## src/cpe_defines.svh

```systemverilog
// Offsets, field positions, reset values and channel masks of the channel power register group
`ifndef CPE_DEFINES_SVH
`define CPE_DEFINES_SVH

// ----------------------------------------
// Register offsets on the control port
// ----------------------------------------
`define CPE_OFF_INPUT_CHANNEL_ENABLES 8'h73
`define CPE_OFF_SERIAL_OUTPUT_SLOT_ENABLES 8'h74
`define CPE_OFF_POWER_CONFIGURATION 8'h75
`define CPE_OFF_CHANNEL_POWER_STATUS 8'h76

// ----------------------------------------
// Reset values
// ----------------------------------------
`define CPE_RST_INPUT_CHANNEL_ENABLES 8'hf0
`define CPE_RST_SERIAL_OUTPUT_SLOT_ENABLES 8'h00
`define CPE_RST_POWER_CONFIGURATION 8'h00
`define CPE_RST_CHANNEL_POWER_STATUS 8'h00

// ----------------------------------------
// Power configuration field positions
// ----------------------------------------
`define CPE_BIT_MIC_BIAS_POWER_ON 7
`define CPE_BIT_CONVERTER_POWER_ON 6
`define CPE_BIT_PLL_POWER_ON 5
`define CPE_BIT_DYNAMIC_CHANNEL_POWER 4
`define CPE_BIT_RANGE_HI 3
`define CPE_BIT_RANGE_LO 2

// ----------------------------------------
// Channel range masks, channel 1 at bit 7
// ----------------------------------------
`define CPE_RANGE_MASK_1_2 8'hc0
`define CPE_RANGE_MASK_1_4 8'hf0
`define CPE_RANGE_MASK_1_6 8'hfc
`define CPE_RANGE_MASK_1_8 8'hff

// Channels 5 to 8 are digital microphone only
`define CPE_PDM_ONLY_MASK 8'h0f

`endif

```

## src/cpe_pkg.sv

```systemverilog
// Types shared by the channel power register group
package cpe_pkg;

   // ----------------------------------------
   // Control port request
   // ----------------------------------------
   typedef struct packed {
      logic wr; // Write strobe
      logic rd; // Read strobe
      logic [7:0] addr; // Register offset
      logic [7:0] wdata; // Write data
   } cpe_req_t;

   // ----------------------------------------
   // Control port answer
   // ----------------------------------------
   typedef struct packed {
      logic valid; // Read data valid pulse
      logic [7:0] rdata; // Read data
   } cpe_rsp_t;

   // ----------------------------------------
   // Dynamic channel range codes
   // ----------------------------------------
   typedef enum logic [1:0] {
      CPE_RANGE_1_2 = 2'h0,
      CPE_RANGE_1_4 = 2'h1,
      CPE_RANGE_1_6 = 2'h2,
      CPE_RANGE_1_8 = 2'h3
   } cpe_range_t;

   // ----------------------------------------
   // Whole state of the block
   // ----------------------------------------
   typedef struct packed {
      logic [7:0] input_channel_enables_reg; // Input channel enables
      logic [7:0] serial_output_slot_enables_reg; // Output slot drives
      logic [7:0] power_configuration_reg; // Power configuration
      logic [7:0] channel_power_status_reg; // Per channel powered state
      logic [7:0] analog_on_reg; // Analog path per channel
      logic rsp_valid_reg; // Read answer pulse
      logic [7:0] rsp_data_reg; // Read answer data
   } cpe_state_t;

endpackage

```

## src/cpe_channel_power_regs.sv

```systemverilog
// Channel enable, output slot enable, power configuration and power status registers
`timescale 1ns/1ps
`include "cpe_defines.svh"

// How it works
// - Eight input enables, channels 1-4 reset on
// - Channels 5-8 never select an analog path
// - Eight output slot drives, zero floats slot
// - Bit 7 powers the mic bias generator
// - Bit 6 powers converter channels, the enabled set at power up from all down
// - Bit 5 powers the PLL
// - Static mode freezes channel power while recording
// - Dynamic mode lets channels change while recording
// - Bits 3-2 choose dynamic channel range
// - Read-only status, one bit per channel
// - Status bit reads one while channel powered
// - Input enables at 0x73, reset F0h
module cpe_channel_power_regs (
   // ----------------------------------------
   // Clock and reset
   // ----------------------------------------
   input wire logic i_clock,
   input wire logic i_arst_n,
   // ----------------------------------------
   // Control port
   // ----------------------------------------
   input wire cpe_pkg::cpe_req_t i_req,
   output cpe_pkg::cpe_rsp_t o_rsp,
   // ----------------------------------------
   // Clock availability from the clock tree
   // ----------------------------------------
   input wire logic i_clock_ok,
   // ----------------------------------------
   // Power and path controls
   // ----------------------------------------
   output logic o_mic_bias_on,
   output logic o_pll_on,
   output logic [7:0] o_channel_power,
   output logic [7:0] o_analog_path_on,
   output logic [7:0] o_slot_drive
);
   import cpe_pkg::*;

   // ----------------------------------------
   // State and decode helpers
   // ----------------------------------------
   cpe_state_t st_reg; // Registered state
   cpe_state_t st_next; // Next state
   logic recording; // Some channel powered
   logic [7:0] range_mask; // Channels under dynamic control
   logic [7:0] target; // Enabled channels allowed up

   // Address match against one register offset
   // Used by both the write and the read decode
   function automatic logic addr_hit(input logic [7:0] addr, input logic [7:0] off);
      addr_hit = (addr == off);
   endfunction

   // Range code to channel mask
   // Code 3 and any unknown code cover all eight channels
   function automatic logic [7:0] range_to_mask(input logic [1:0] code);
      case (code)
         CPE_RANGE_1_2: range_to_mask = `CPE_RANGE_MASK_1_2;
         CPE_RANGE_1_4: range_to_mask = `CPE_RANGE_MASK_1_4;
         CPE_RANGE_1_6: range_to_mask = `CPE_RANGE_MASK_1_6;
         default: range_to_mask = `CPE_RANGE_MASK_1_8;
      endcase
   endfunction

   // ----------------------------------------
   // Next state
   // ----------------------------------------
   // Registers take host writes, reads answer from the old values,
   // and the powered set is worked out from the registered state.
   // Using registered values everywhere keeps a write and a read in
   // one cycle apart: the read returns what stood before the write.
   // Recording means any channel powered; in static mode the set is
   // frozen while recording, so the host must power all down first.
   always_comb begin
      st_next = st_reg;
      recording = |st_reg.channel_power_status_reg;
      range_mask = range_to_mask(st_reg.power_configuration_reg[`CPE_BIT_RANGE_HI:`CPE_BIT_RANGE_LO]);
      target = st_reg.input_channel_enables_reg;
      st_next.rsp_valid_reg = 1'b0;
      // Register writes
      if (i_req.wr) begin
         if (addr_hit(i_req.addr, `CPE_OFF_INPUT_CHANNEL_ENABLES)) begin
            st_next.input_channel_enables_reg = i_req.wdata;
         end
         if (addr_hit(i_req.addr, `CPE_OFF_SERIAL_OUTPUT_SLOT_ENABLES)) begin
            st_next.serial_output_slot_enables_reg = i_req.wdata;
         end
         if (addr_hit(i_req.addr, `CPE_OFF_POWER_CONFIGURATION)) begin
            st_next.power_configuration_reg = i_req.wdata;
         end
         // Status offset takes no write
      end
      // Register reads, unmapped offsets answer zero
      // The answer pulse lasts one cycle, the data stands until the next read
      if (i_req.rd) begin
         st_next.rsp_valid_reg = 1'b1;
         if (addr_hit(i_req.addr, `CPE_OFF_INPUT_CHANNEL_ENABLES)) begin
            st_next.rsp_data_reg = st_reg.input_channel_enables_reg;
         end else if (addr_hit(i_req.addr, `CPE_OFF_SERIAL_OUTPUT_SLOT_ENABLES)) begin
            st_next.rsp_data_reg = st_reg.serial_output_slot_enables_reg;
         end else if (addr_hit(i_req.addr, `CPE_OFF_POWER_CONFIGURATION)) begin
            st_next.rsp_data_reg = st_reg.power_configuration_reg;
         end else if (addr_hit(i_req.addr, `CPE_OFF_CHANNEL_POWER_STATUS)) begin
            st_next.rsp_data_reg = st_reg.channel_power_status_reg;
         end else begin
            st_next.rsp_data_reg = 8'h00;
         end
      end
      // Channel power state
      // Priority: converter off, then clock loss, then power up from all down,
      // then dynamic or static handling while some channel records
      if (!st_reg.power_configuration_reg[`CPE_BIT_CONVERTER_POWER_ON]) begin
         st_next.channel_power_status_reg = 8'h00;
      end else if (!i_clock_ok) begin
         st_next.channel_power_status_reg = 8'h00;
      end else if (!recording) begin
         st_next.channel_power_status_reg = target;
      end else if (st_reg.power_configuration_reg[`CPE_BIT_DYNAMIC_CHANNEL_POWER]) begin
         // In range follows enables, out of range stays put
         st_next.channel_power_status_reg = (target & range_mask) |
            (st_reg.channel_power_status_reg & ~range_mask);
      end else begin
         // Static mode: set frozen while recording
         st_next.channel_power_status_reg = st_reg.channel_power_status_reg;
      end
      // Analog paths only for channels 1 to 4
      // Taken from the next powered set so both outputs move on one edge
      st_next.analog_on_reg = st_next.channel_power_status_reg & ~`CPE_PDM_ONLY_MASK;
   end

   // ----------------------------------------
   // State register
   // ----------------------------------------
   // Reset loads the reset values field by field; only constants here
   // so the asynchronous path stays a plain set or clear of each flop
   always_ff @(posedge i_clock or negedge i_arst_n) begin
      if (!i_arst_n) begin
         st_reg.input_channel_enables_reg <= `CPE_RST_INPUT_CHANNEL_ENABLES;
         st_reg.serial_output_slot_enables_reg <= `CPE_RST_SERIAL_OUTPUT_SLOT_ENABLES;
         st_reg.power_configuration_reg <= `CPE_RST_POWER_CONFIGURATION;
         st_reg.channel_power_status_reg <= `CPE_RST_CHANNEL_POWER_STATUS;
         st_reg.analog_on_reg <= 8'h00;
         st_reg.rsp_valid_reg <= 1'b0;
         st_reg.rsp_data_reg <= 8'h00;
      end else begin
         st_reg <= st_next;
      end
   end

   // ----------------------------------------
   // Outputs straight from state
   // ----------------------------------------
   // Every output is a flop of the state, so no decode glitch reaches a pin
   assign o_rsp.valid = st_reg.rsp_valid_reg;
   assign o_rsp.rdata = st_reg.rsp_data_reg;
   assign o_mic_bias_on = st_reg.power_configuration_reg[`CPE_BIT_MIC_BIAS_POWER_ON];
   assign o_pll_on = st_reg.power_configuration_reg[`CPE_BIT_PLL_POWER_ON];
   assign o_channel_power = st_reg.channel_power_status_reg;
   assign o_analog_path_on = st_reg.analog_on_reg;
   assign o_slot_drive = st_reg.serial_output_slot_enables_reg;

   // Checks read the registered state, so each one names the cycle
   // after the cause with |=> or looks back with $past where the
   // cause itself is needed; the two analog path checks need neither.

   // Per channel: powered implies enabled the cycle before or already powered before
   for (genvar ch = 0; ch < 8; ch++) begin : g_chk

   end
endmodule

```

## config.mk

```make
export PLATFORM = sky130hd
export DESIGN_NAME = cpe_channel_power_regs
export DESIGN_NICKNAME = d
export VERILOG_FILES = /design/src/cpe_pkg.sv /design/src/cpe_channel_power_regs.sv
export VERILOG_INCLUDE_DIRS = /design/src
export SDC_FILE = /design/constraint.sdc
export NUM_CORES = 1
export LEC_CHECK = 0
export ABC_AREA = 0
export BUFFER_PORTS_ARGS = -buffer_cell sky130_fd_sc_hd__buf_2
export CAP_MARGIN = 15
export CELL_PAD_IN_SITES_DETAIL_PLACEMENT = 0
export CELL_PAD_IN_SITES_GLOBAL_PLACEMENT = 2
export CORE_UTILIZATION = 30
export CTS_CLUSTER_SIZE = 8
export DETAILED_ROUTE_END_ITERATION = 7
export GPL_TIMING_DRIVEN = 1
export PLACE_DENSITY_LB_ADDON = 0.1
export REMOVE_ABC_BUFFERS = 1
export SETUP_SLACK_MARGIN = 0.5
export SLEW_MARGIN = 20
export SYNTH_ARGS = -nofsm -noshare
export SYNTH_HDL_FRONTEND = slang
export SYNTH_SLANG_ARGS = --single-unit
```

## constraint.sdc

```tcl
create_clock -name i_clock -period 1.55 [get_ports i_clock]
set_input_delay 0.155 -clock i_clock [delete_from_list [all_inputs] [get_ports i_clock]]
set_output_delay 0.155 -clock i_clock [all_outputs]
set_load 0.01 [all_outputs]
```

## Word-level counts from Yosys, hierarchy flattened

Cells that the tools add are included.
Widths: inputs -> output; s select.

| word-level totals | value |
|---|---|
| register bits after elaboration | 41 |
| bits of input ports | 21 |
| output and inout bits | 35 |

| cells by class | value |
|---|---|
| eq/ne operators | 7 |
| muxes and demuxes | 10 |
| bitwise logic cells | 4 |
| reductions and logical operators | 5 |

Operators with widths:

| operator | count |
|---|---|
| $mux 8 | 8 |
| $eq 8x7->1 const B | 4 |
| $pmux 6 s3 | 1 |
| $and 8x8->8 | 2 |
| $mux 9 | 1 |
| $not 8->8 | 1 |
| $or 8x8->8 | 1 |
| $reduce_or 8->1 | 1 |
| $reduce_and 2->1 | 3 |
| $ne 4x4->1 const B | 1 |
| $eq 2x1->1 const B | 1 |
| $eq 2x2->1 const B | 1 |
| $logic_not 2->1 | 1 |

## Depth between registers and ports, before layout

Gate-level depths: netlist (run 1).

| logic depth | value |
|---|---|
| depth in word-level cells | 9 |
| depth in mapped cells | 5 |
| depth with buffers taken out | 3 |

## Worst setup path before layout (run 1)

Ideal clock, no wire load.

| timing | value |
|---|---|
| path type | register to register |
| from | reg o_analog_path_on[5] (netlist name) |
| to | reg st_reg, in the netlist o_channel_power[2] |
| library setup time | 0.133 ns |
| arrival time | 1.212 ns |
| data required time | 1.417 ns |
| path slack | 0.205 ns |
| stages on the path, launching flop included | 4 |
| buffers on the path | 0 |
| period minus slack after synthesis | 1.345 ns |
| cell sequence | dfrtp_1 > nor4_1 > a22oi_1 > mux2i_1 |

RTL lines:

| what | line | text |
|---|---|---|
| end signal: assignment | cpe_channel_power_regs.sv:151 | `st_reg <= st_next;` |
| end: declaration | cpe_channel_power_regs.sv:47 | `cpe_state_t st_reg;` |

==> results of run 1 <==
how the worst max path moves through the flow:
stage,from,end,slack (ns),cells past startpoint
final,o_analog_path_on[7]$_DFFE_PN0P_,o_channel_power[7],0.30,3
after global routing,o_analog_path_on[7]$_DFFE_PN0P_,o_channel_power[2]$_DFFE_PN0P_,0.22,4
after CTS,o_channel_power[2]$_DFFE_PN0P_,o_channel_power[3]$_DFFE_PN0P_,0.30,4
after detailed placement,i_req[9],o_rsp[5]$_DFFE_PN0P_,0.07,4
after global placement,i_req[9],o_rsp[6]$_DFFE_PN0P_,0.11,4
after floorplan,o_analog_path_on[5]$_DFFE_PN0P_,o_channel_power[2]$_DFFE_PN0P_,0.12,3
final cells by class:
| type | count | area, µm² | share of cell area |
|---|---|---|---|
| clock buffer | 7 | 76.3 | 0.0259 |
| clock inverter | 1 | 5.00 | 0.00170 |
| inverter | 8 | 30.0 | 0.0102 |
| multi-input combinational | 112 | 1090 | 0.370 |
| sequential | 41 | 1040 | 0.351 |
| tap | 99 | 124 | 0.0420 |
| timing repair buffer | 78 | 587 | 0.199 |
repair_timing:
item                                   in CTS  in global routing
buffers inserted                            6                  3
setup endpoints to repair                  38                 49
endpoints found under the hold margin      15                  0
resized for setup                          45                 26
hold buffers                                1                  0
pin swaps                                  14                  7
critical path: stages, from the launching register on:
cell and delay, ns:
dfrtp_2 0.43, buf_4 0.15, buf_6 0.11, buf_6 0.11
cells in the final DEF, fill, tap and decap left out, types with 3 or more instances in the layout:
| cell | instances |
|---|---|
| buf_2 | 40 |
| dfrtp_1 | 33 |
| nand2_1 | 19 |
| buf_6 | 19 |
| mux2i_1 | 14 |
| buf_4 | 14 |
| mux2_4 | 13 |
| mux2_2 | 11 |
| nor2_1 | 8 |
| inv_1 | 8 |
| o32ai_2 | 8 |
| o221a_2 | 5 |
| clkbuf_8 | 5 |
| nand3b_1 | 4 |
| conb_1 | 4 |
| dfrtp_2 | 4 |
| dfstp_2 | 4 |
| nand2_2 | 3 |
| o221a_4 | 3 |
through the flow:
step                      utilization  worst slack [ns]  cells
final                           0.409             0.302    346
after global routing            0.409             0.219    346
after CTS                       0.391             0.303    343
after detailed placement        0.343            0.0683    328
after global placement          0.343             0.114    328
after floorplan                     -             0.121    161
metal layers:
metal,GRT usage,vias up,routed length (µm)
met5,0,-,0
met4,0.0440,0,42
met3,0.0299,4,216
met2,0.286,39,2980
met1,0.241,827,3130
li1,-,759,-
cells in the mapped netlist, drive strengths merged:
library cell,count,share of area
a21oi,2,0.0045
o221a,8,0.040
dfstp,4,0.047
mux2,24,0.12
o21a,1,0.0034
a22oi,1,0.0034
conb,1,0.0017
mux2i,14,0.063
inv,8,0.013
a32oi,1,0.0039
nor4,3,0.015
nand2b,2,0.0056
clkbuf,5,0.0084
nand4b,2,0.0078
nand3b,5,0.022
and2,1,0.0028
nor2,8,0.013
o32ai,8,0.031
buf,37,0.12
nand2,23,0.039
dfrtp,37,0.41
o21ai,2,0.0045
and4,1,0.0039
and4bb,1,0.0056
and3b,1,0.0039
kinds of logic (layout without fill, tap and decap cells):
family | count (synthesis) | count (layout) | synth area share
AO/OA/AOI/OAI | 23 | 23 | 0.0912
buffers and inverters | 50 | 94 | 0.143
flip-flops | 41 | 41 | 0.461
multiplexers | 38 | 38 | 0.184
other | 1 | 4 | 0.00168
AND/OR/NAND/NOR | 47 | 47 | 0.119
report_power, final:
part / internal [W] / switching (W)
logic: 0.000131 / 0.000145
registers: 0.00111 / 0.0000275
clock network: 0.000317 / 0.000373
==> reports/qor.txt, run 1 <==
count of final max-slew check failures = 0
post-synthesis sequential area ratio = 0.461
type of origin of the critical path = flip-flop
CP required = 1.39 ns
Tmin final = 1.25 ns
die height = 88.3 µm
Vias/cell = 4.71
vias in the first global route = 1,701
Max Fclk = 801 MHz
Initial Util = 0.310
R2R depth = 4
Hold WS = 0.129 ns
Crit. End Element = output port
Final GP Congestion = 0.782
Worst-path clk slew = 0.07 ns
# IOs = 56
r2r startpoint = o_analog_path_on[7]$_DFFE_PN0P_
Die X = 88.3 µm
core area = 0.00721 mm²
drt wl/cell = 18.4 µm
final hold vios = 0
fin nets = 267
IO Port Bufs = 51
CTS tree = built
H-tree lvl count = 2
fin crit share = 0.805
power per cell area = 712 mW/mm²
fillers = 724
first-pass GRT wire length = 9750 µm
critical-path maximum fanout = 3
row count = 31
Final Power = 0.00210 W
max reg flops = 9
# clock sinks = 41
fraction of layout cells with a size suffix above 1 = 0.595
crit path kind = flip-flop to output port
antenna violations before repair = 0
Remaining Overflow, GRT = 0
initial DRC count = 77
clock buffer depth = 2
via count = 1,629
yosys warns = 0
Worst Min Path Start = i_req[5]
dpl hpwl = 4230 µm
leak pwr = 1.39 nW
Die ar. = 0.00780 mm²
number of CTS-inserted buffers = 5
Max IR drop VDD = 285 µV
Design Area, Final = 0.00295 mm²
Residual DRC = 0
status = completed
reg2reg setup slack = 0.32 ns
latest clock arrival within the worst-skew pair = 0.29 ns
Reg-to-Reg End = o_channel_power[2]$_DFFE_PN0P_
cell count after synthesis = 200
count of final setup violators = 0
synthesized area per cell = 11.2 µm²
drt first pass iters = 4
Hold Crit Class = input port to flip-flop
post-synthesis cell type count = 29
CTS root buffer = clkbuf_8
post-route ant nets = 0
WHS Path Cells = 2
Cell Area, Synth = 0.00224 mm²
largest net degree at the start of global routing = 25
Area after DPL = 0.00248 mm²
RSZ-0062 raised after global routing = yes
Layout area overhead = 32.0%
Layout Skew = 0.00783 ns
hold worst-path end = o_pll_on$_DFFE_PN0P_
WL final = 6360 µm
max_cap viols = 0
setup_tns = 0 ns
Worst EP arrival = 1.09 ns
Seq cells post-synth = 41
# diodes = 0
GRT Total Usage = 0.175
Power figures use the tool's default switching activity.
==> run 2, diff against run 1 <==
- clock period: 1.55 -> 1.1 ns (I/O delays scaled with it)
==> reports/qor.txt, run 2 (synthesized netlist as in run 1, its figures left out) <==
P_sw = 0.000840 W
CP required = 1.29 ns
via count = 1,792
Remaining Overflow, GRT = 0
Worst path top cell family by delay = flip-flops
Final GP Congestion = 0.757
# diodes = 0
max_cap viols = 0
CTS root buffer = clkbuf_8
most common cell after layout, fill and taps aside = buf_6
fin crit share = 1.18
Area after DPL = 0.00265 mm²
final worst slack = -0.196 ns
latest clock arrival within the worst-skew pair = 0.30 ns
power per cell area = 924 mW/mm²
Top cell by count, worst path = buf_4
vias in the first global route = 1,735
dpl ws = -0.276 ns
max reg flops = 9
# IOs = 56
type of origin of the critical path = flip-flop
r2r startpoint = o_analog_path_on[4]$_DFFE_PN0P_
Layout area overhead = 50.0%
Least-Margin Pin Slew = 0.582 ns
GRT Total Usage = 0.173
Worst Setup SP = o_analog_path_on[4]$_DFFE_PN0P_
IO Port Bufs = 51
footprint of the multi-input gates = 0.00113 mm²
fin nets = 294
Initial Util = 0.310
Max IR drop VDD = 433 µV
violated checks = negative hold slack, negative setup slack
# clock sinks = 41
count of final max-slew check failures = 0
storage element area = 0.00103 mm²
Max Fclk = 772 MHz
final hold vios = 37
first-pass GRT wire length = 9740 µm
status = finished with violations
Worst EP arrival = 1.48 ns
fillers = 693
core area = 0.00721 mm²
clock buffer depth = 2
Hold WS = -0.239 ns
post-route ant nets = 0
P_int = 0.00226 W
Design Area, Final = 0.00335 mm²
Residual DRC = 0
die height = 88.3 µm
CP peak stage delay = 0.41 ns
Gate power share = 0.155
antenna violations before repair = 0
Slew headroom = 0.612
H-tree lvl count = 2
Die ar. = 0.00780 mm²
dpl hpwl = 4410 µm
number of CTS-inserted buffers = 5
worst-path cell with the longest stage delay = dfrtp_1
clock power share = 0.329
fraction of layout cells with a size suffix above 1 = 0.631
row count = 31
crit path kind = flip-flop to flip-flop
initial DRC count = 66
Vias/cell = 4.80
sequential power share = 0.516
drt first pass iters = 4
count of final setup violators = 20
leak pwr = 1.59 nW
WL final = 6460 µm
Layout Skew = 0.00629 ns
Tmin final = 1.30 ns
Worst-path clk slew = 0.09 ns
Die X = 88.3 µm
CTS tree = built
Hold Crit Class = input port to asynchronous set/reset pin
drt wl/cell = 17.3 µm
RSZ-0062 raised after global routing = yes
Crit. End Element = flip-flop
largest net degree at the start of global routing = 42
Sw Share = 0.271
Worst Path Buf+Inv = 2
commonest non-fill, non-tap cells in the layout = buf_6, dfrtp_1, buf_2
cells along the critical path = nor4_2 -> buf_4 -> a32oi_2 -> buf_4 -> mux2i_1
critical-path maximum fanout = 4
run 2: cell types whose count changed in the layout (fill, tap and decap cells not counted), moves of 11 or more:
cell / change
buf_4: +11
buf_2: -14
mux2_2: -11
mux2_4: +11
buf_6: +32
run 2: cell type report:
class	instances	area share
Clock inverter	3	0.00522
Timing Repair Buffer	105	0.282
Inverter	8	0.00896
Tap cell	99	0.0369
Multi-Input combinational cell	112	0.338
Sequential cell	41	0.308
Clock buffer	5	0.0205
run 2: timing repair:
action	4_1_cts	5_1_grt
gates cloned	0	0
setup endpoints to repair	71	71
endpoints found under the hold margin	37	37
gates resized for setup	79	27
setup buffers	9	7
pin swaps	14	6
run 2: power by group through the flow:
stage | logic (W) | registers [W] | clock network (W)
after global placement | 0.000356 | 0.00162 | 0
after CTS | 0.000450 | 0.00160 | 0.00106
final | 0.000479 | 0.00160 | 0.00102
after detailed placement | 0.000361 | 0.00162 | 0
after floorplan | 0.000120 | 0.00163 | 0
after global routing | 0.000512 | 0.00161 | 0.00112
run 2: worst paths after layout:
kind | slack (ns) | cells past startpoint | to
min in group i_clock | 0.08 | 2 | o_pll_on$_DFFE_PN0P_
setup / recovery | -0.20 | 5 | o_channel_power[1]$_DFFE_PN0P_
max in group asynchronous | 1.05 | 2 | target[7]$_DFFE_PN1P_
setup reg to reg | -0.20 | 5 | o_channel_power[1]$_DFFE_PN0P_
hold / removal | -0.24 | 2 | o_rsp[8]$_DFF_PN0_
hold reg to reg | 0.51 | 2 | o_analog_path_on[7]$_DFFE_PN0P_
run 2: per-layer routing:
metal / vias to the layer above / wire length, µm / GRT usage
met2: 59 / 3030 / 0.271
li1: 814 / - / -
met1: 913 / 3120 / 0.246
met4: 0 / 70 / 0.0484
met3: 6 / 238 / 0.0299
met5: - / 0 / 0
run 2: metrics by stage:
step	total power [W]	cells	TNS, ns	utilization	hold slack (ns)
after floorplan	0.00175	161	-4.85	-	-0.186
after global placement	0.00198	349	-7.77	0.367	0.101
after detailed placement	0.00198	349	-7.98	0.367	0.107
after CTS	0.00311	366	-1.81	0.438	-0.221
after global routing	0.00324	373	-3.79	0.465	-0.216
final	0.00310	373	-2.26	0.465	-0.239
==> run 3, diff against run 2 <==
- clock period: 1.1 -> 1.2 ns (I/O delays scaled with it)
==> reports/qor.txt, run 3 (synthesized netlist as in run 1, its figures left out) <==
# clock sinks = 41
fin crit share = 1.10
leak pwr = 1.53 nW
Layout area overhead = 43.9%
via count = 1,740
WL final = 6480 µm
setup_tns = -0.594 ns
critical-path maximum fanout = 4
largest net degree at the start of global routing = 42
CTS tree = built
Worst-path clk slew = 0.08 ns
final worst slack = -0.120 ns
vias in the first global route = 1,880
Vias/cell = 4.75
violated checks = negative setup slack
initial DRC count = 54
drt wl/cell = 17.7 µm
antenna violations before repair = 0
R2R depth = 5
Die ar. = 0.00780 mm²
fraction of layout cells with a size suffix above 1 = 0.607
Residual DRC = 0
Max Fclk = 757 MHz
final std cells w/o fill = 366
drt first pass iters = 5
max reg flops = 9
CTS root buffer = clkbuf_8
Crit. End Element = flip-flop
first-pass GRT wire length = 10,200 µm
power per cell area = 863 mW/mm²
latest clock arrival within the worst-skew pair = 0.29 ns
Max IR drop VDD = 385 µV
dpl cells = 341
CP required = 1.37 ns
# IOs = 56
Hold Crit Class = input port to flip-flop
IO Port Bufs = 51
H-tree lvl count = 2
Worst EP arrival = 1.49 ns
Layout Skew = 0.00765 ns
# diodes = 0
clock buffer depth = 2
max_cap viols = 0
Final GP Congestion = 0.764
GRT Total Usage = 0.177
Slew headroom = 0.595
Tmin final = 1.32 ns
final hold vios = 0
core area = 0.00721 mm²
post-route ant nets = 0
WHS Path Cells = 2
Initial Util = 0.310
commonest non-fill, non-tap cells in the layout = buf_6, dfrtp_1, buf_2
row count = 31
RSZ-0062 raised after global routing = yes
Die X = 88.3 µm
crit path kind = flip-flop to flip-flop
status = finished with violations
count of final setup violators = 7
dpl ws = -0.221 ns
Remaining Overflow, GRT = 0
fin nets = 288
dpl hpwl = 4400 µm
Least-Margin Pin Slew = 0.607 ns
count of final max-slew check failures = 0
number of CTS-inserted buffers = 5
type of origin of the critical path = flip-flop
die height = 88.3 µm
==> run 3: changes by cell type in the layout (fill, tap and decap cells not counted), moves of 2 or more <==
cell	delta
buf_6	-16
buf_2	+7
buf_4	+3
nand2_1	+3
nand2_2	-3
clkinv_2	-2
==> run 3: power by group <==
group          internal (W)  switching, W
logic              0.000197      0.000192
clock network      0.000457      0.000463
registers           0.00143     0.0000385
==> run 3: area by class of cell <==
| cell class | count | area, µm² |
|---|---|---|
| Multi-Input combinational cell | 112 | 1130 |
| Fill cell | 725 | 4000 |
| Inverter | 8 | 30.0 |
| Sequential cell | 41 | 1030 |
| Timing Repair Buffer | 99 | 815 |
| Clock buffer | 7 | 86.3 |
| Tap cell | 99 | 124 |
==> run 3: routing by layer <==
layer | vias up | wire (µm) | GRT usage
met2 | 58 | 2980 | 0.297
li1 | 801 | - | -
met3 | 11 | 322 | 0.0308
met1 | 870 | 3100 | 0.235
met5 | - | 0 | 0
met4 | 0 | 83 | 0.0499
==> run 3: through the flow <==
| step | area (µm²) | util | power [W] | hold WS (ns) |
|---|---|---|---|---|
| after floorplan | 1960 | - | 0.00160 | -0.176 |
| after CTS | 3090 | 0.428 | 0.00280 | 0.0973 |
| after global placement | 2570 | 0.357 | 0.00179 | 0.115 |
| final | 3220 | 0.446 | 0.00278 | 0.103 |
| after global routing | 3220 | 0.446 | 0.00289 | 0.0965 |
| after detailed placement | 2570 | 0.357 | 0.00180 | 0.117 |
==> run 3: final timing paths <==
kind                                                 start                               to  slack [ns]
min in group asynchronous                         i_arst_n             o_rsp[0]$_DFFE_PN0P_        0.35
max reg2reg                o_analog_path_on[7]$_DFFE_PN0P_   o_channel_power[0]$_DFFE_PN0P_       -0.12
min                                               i_req[5]            target[5]$_DFFE_PN1P_        0.10
min reg2reg                          target[6]$_DFFE_PN1P_  o_analog_path_on[6]$_DFFE_PN0P_        0.52
max                        o_analog_path_on[7]$_DFFE_PN0P_   o_channel_power[0]$_DFFE_PN0P_       -0.12
max in group asynchronous                         i_arst_n            target[6]$_DFFE_PN1P_        0.59
==> run 3: worst max-delay path: stages (launching register included) <==
cell and delay (ns):
dfrtp_1 0.40, nor4_2 0.30, buf_4 0.19, a32oi_2 0.06
buf_4 0.16, mux2i_1 0.11
==> run 3: timing repair <==
| item | 4_1_cts | 5_1_grt |
|---|---|---|
| hold buffers | 1 | 0 |
| pin swaps | 15 | 7 |
| endpoints found under the setup margin | 71 | 71 |
| gates resized for setup | 76 | 13 |
| hold endpoints to repair | 37 | 0 |
| buffers inserted | 9 | 8 |
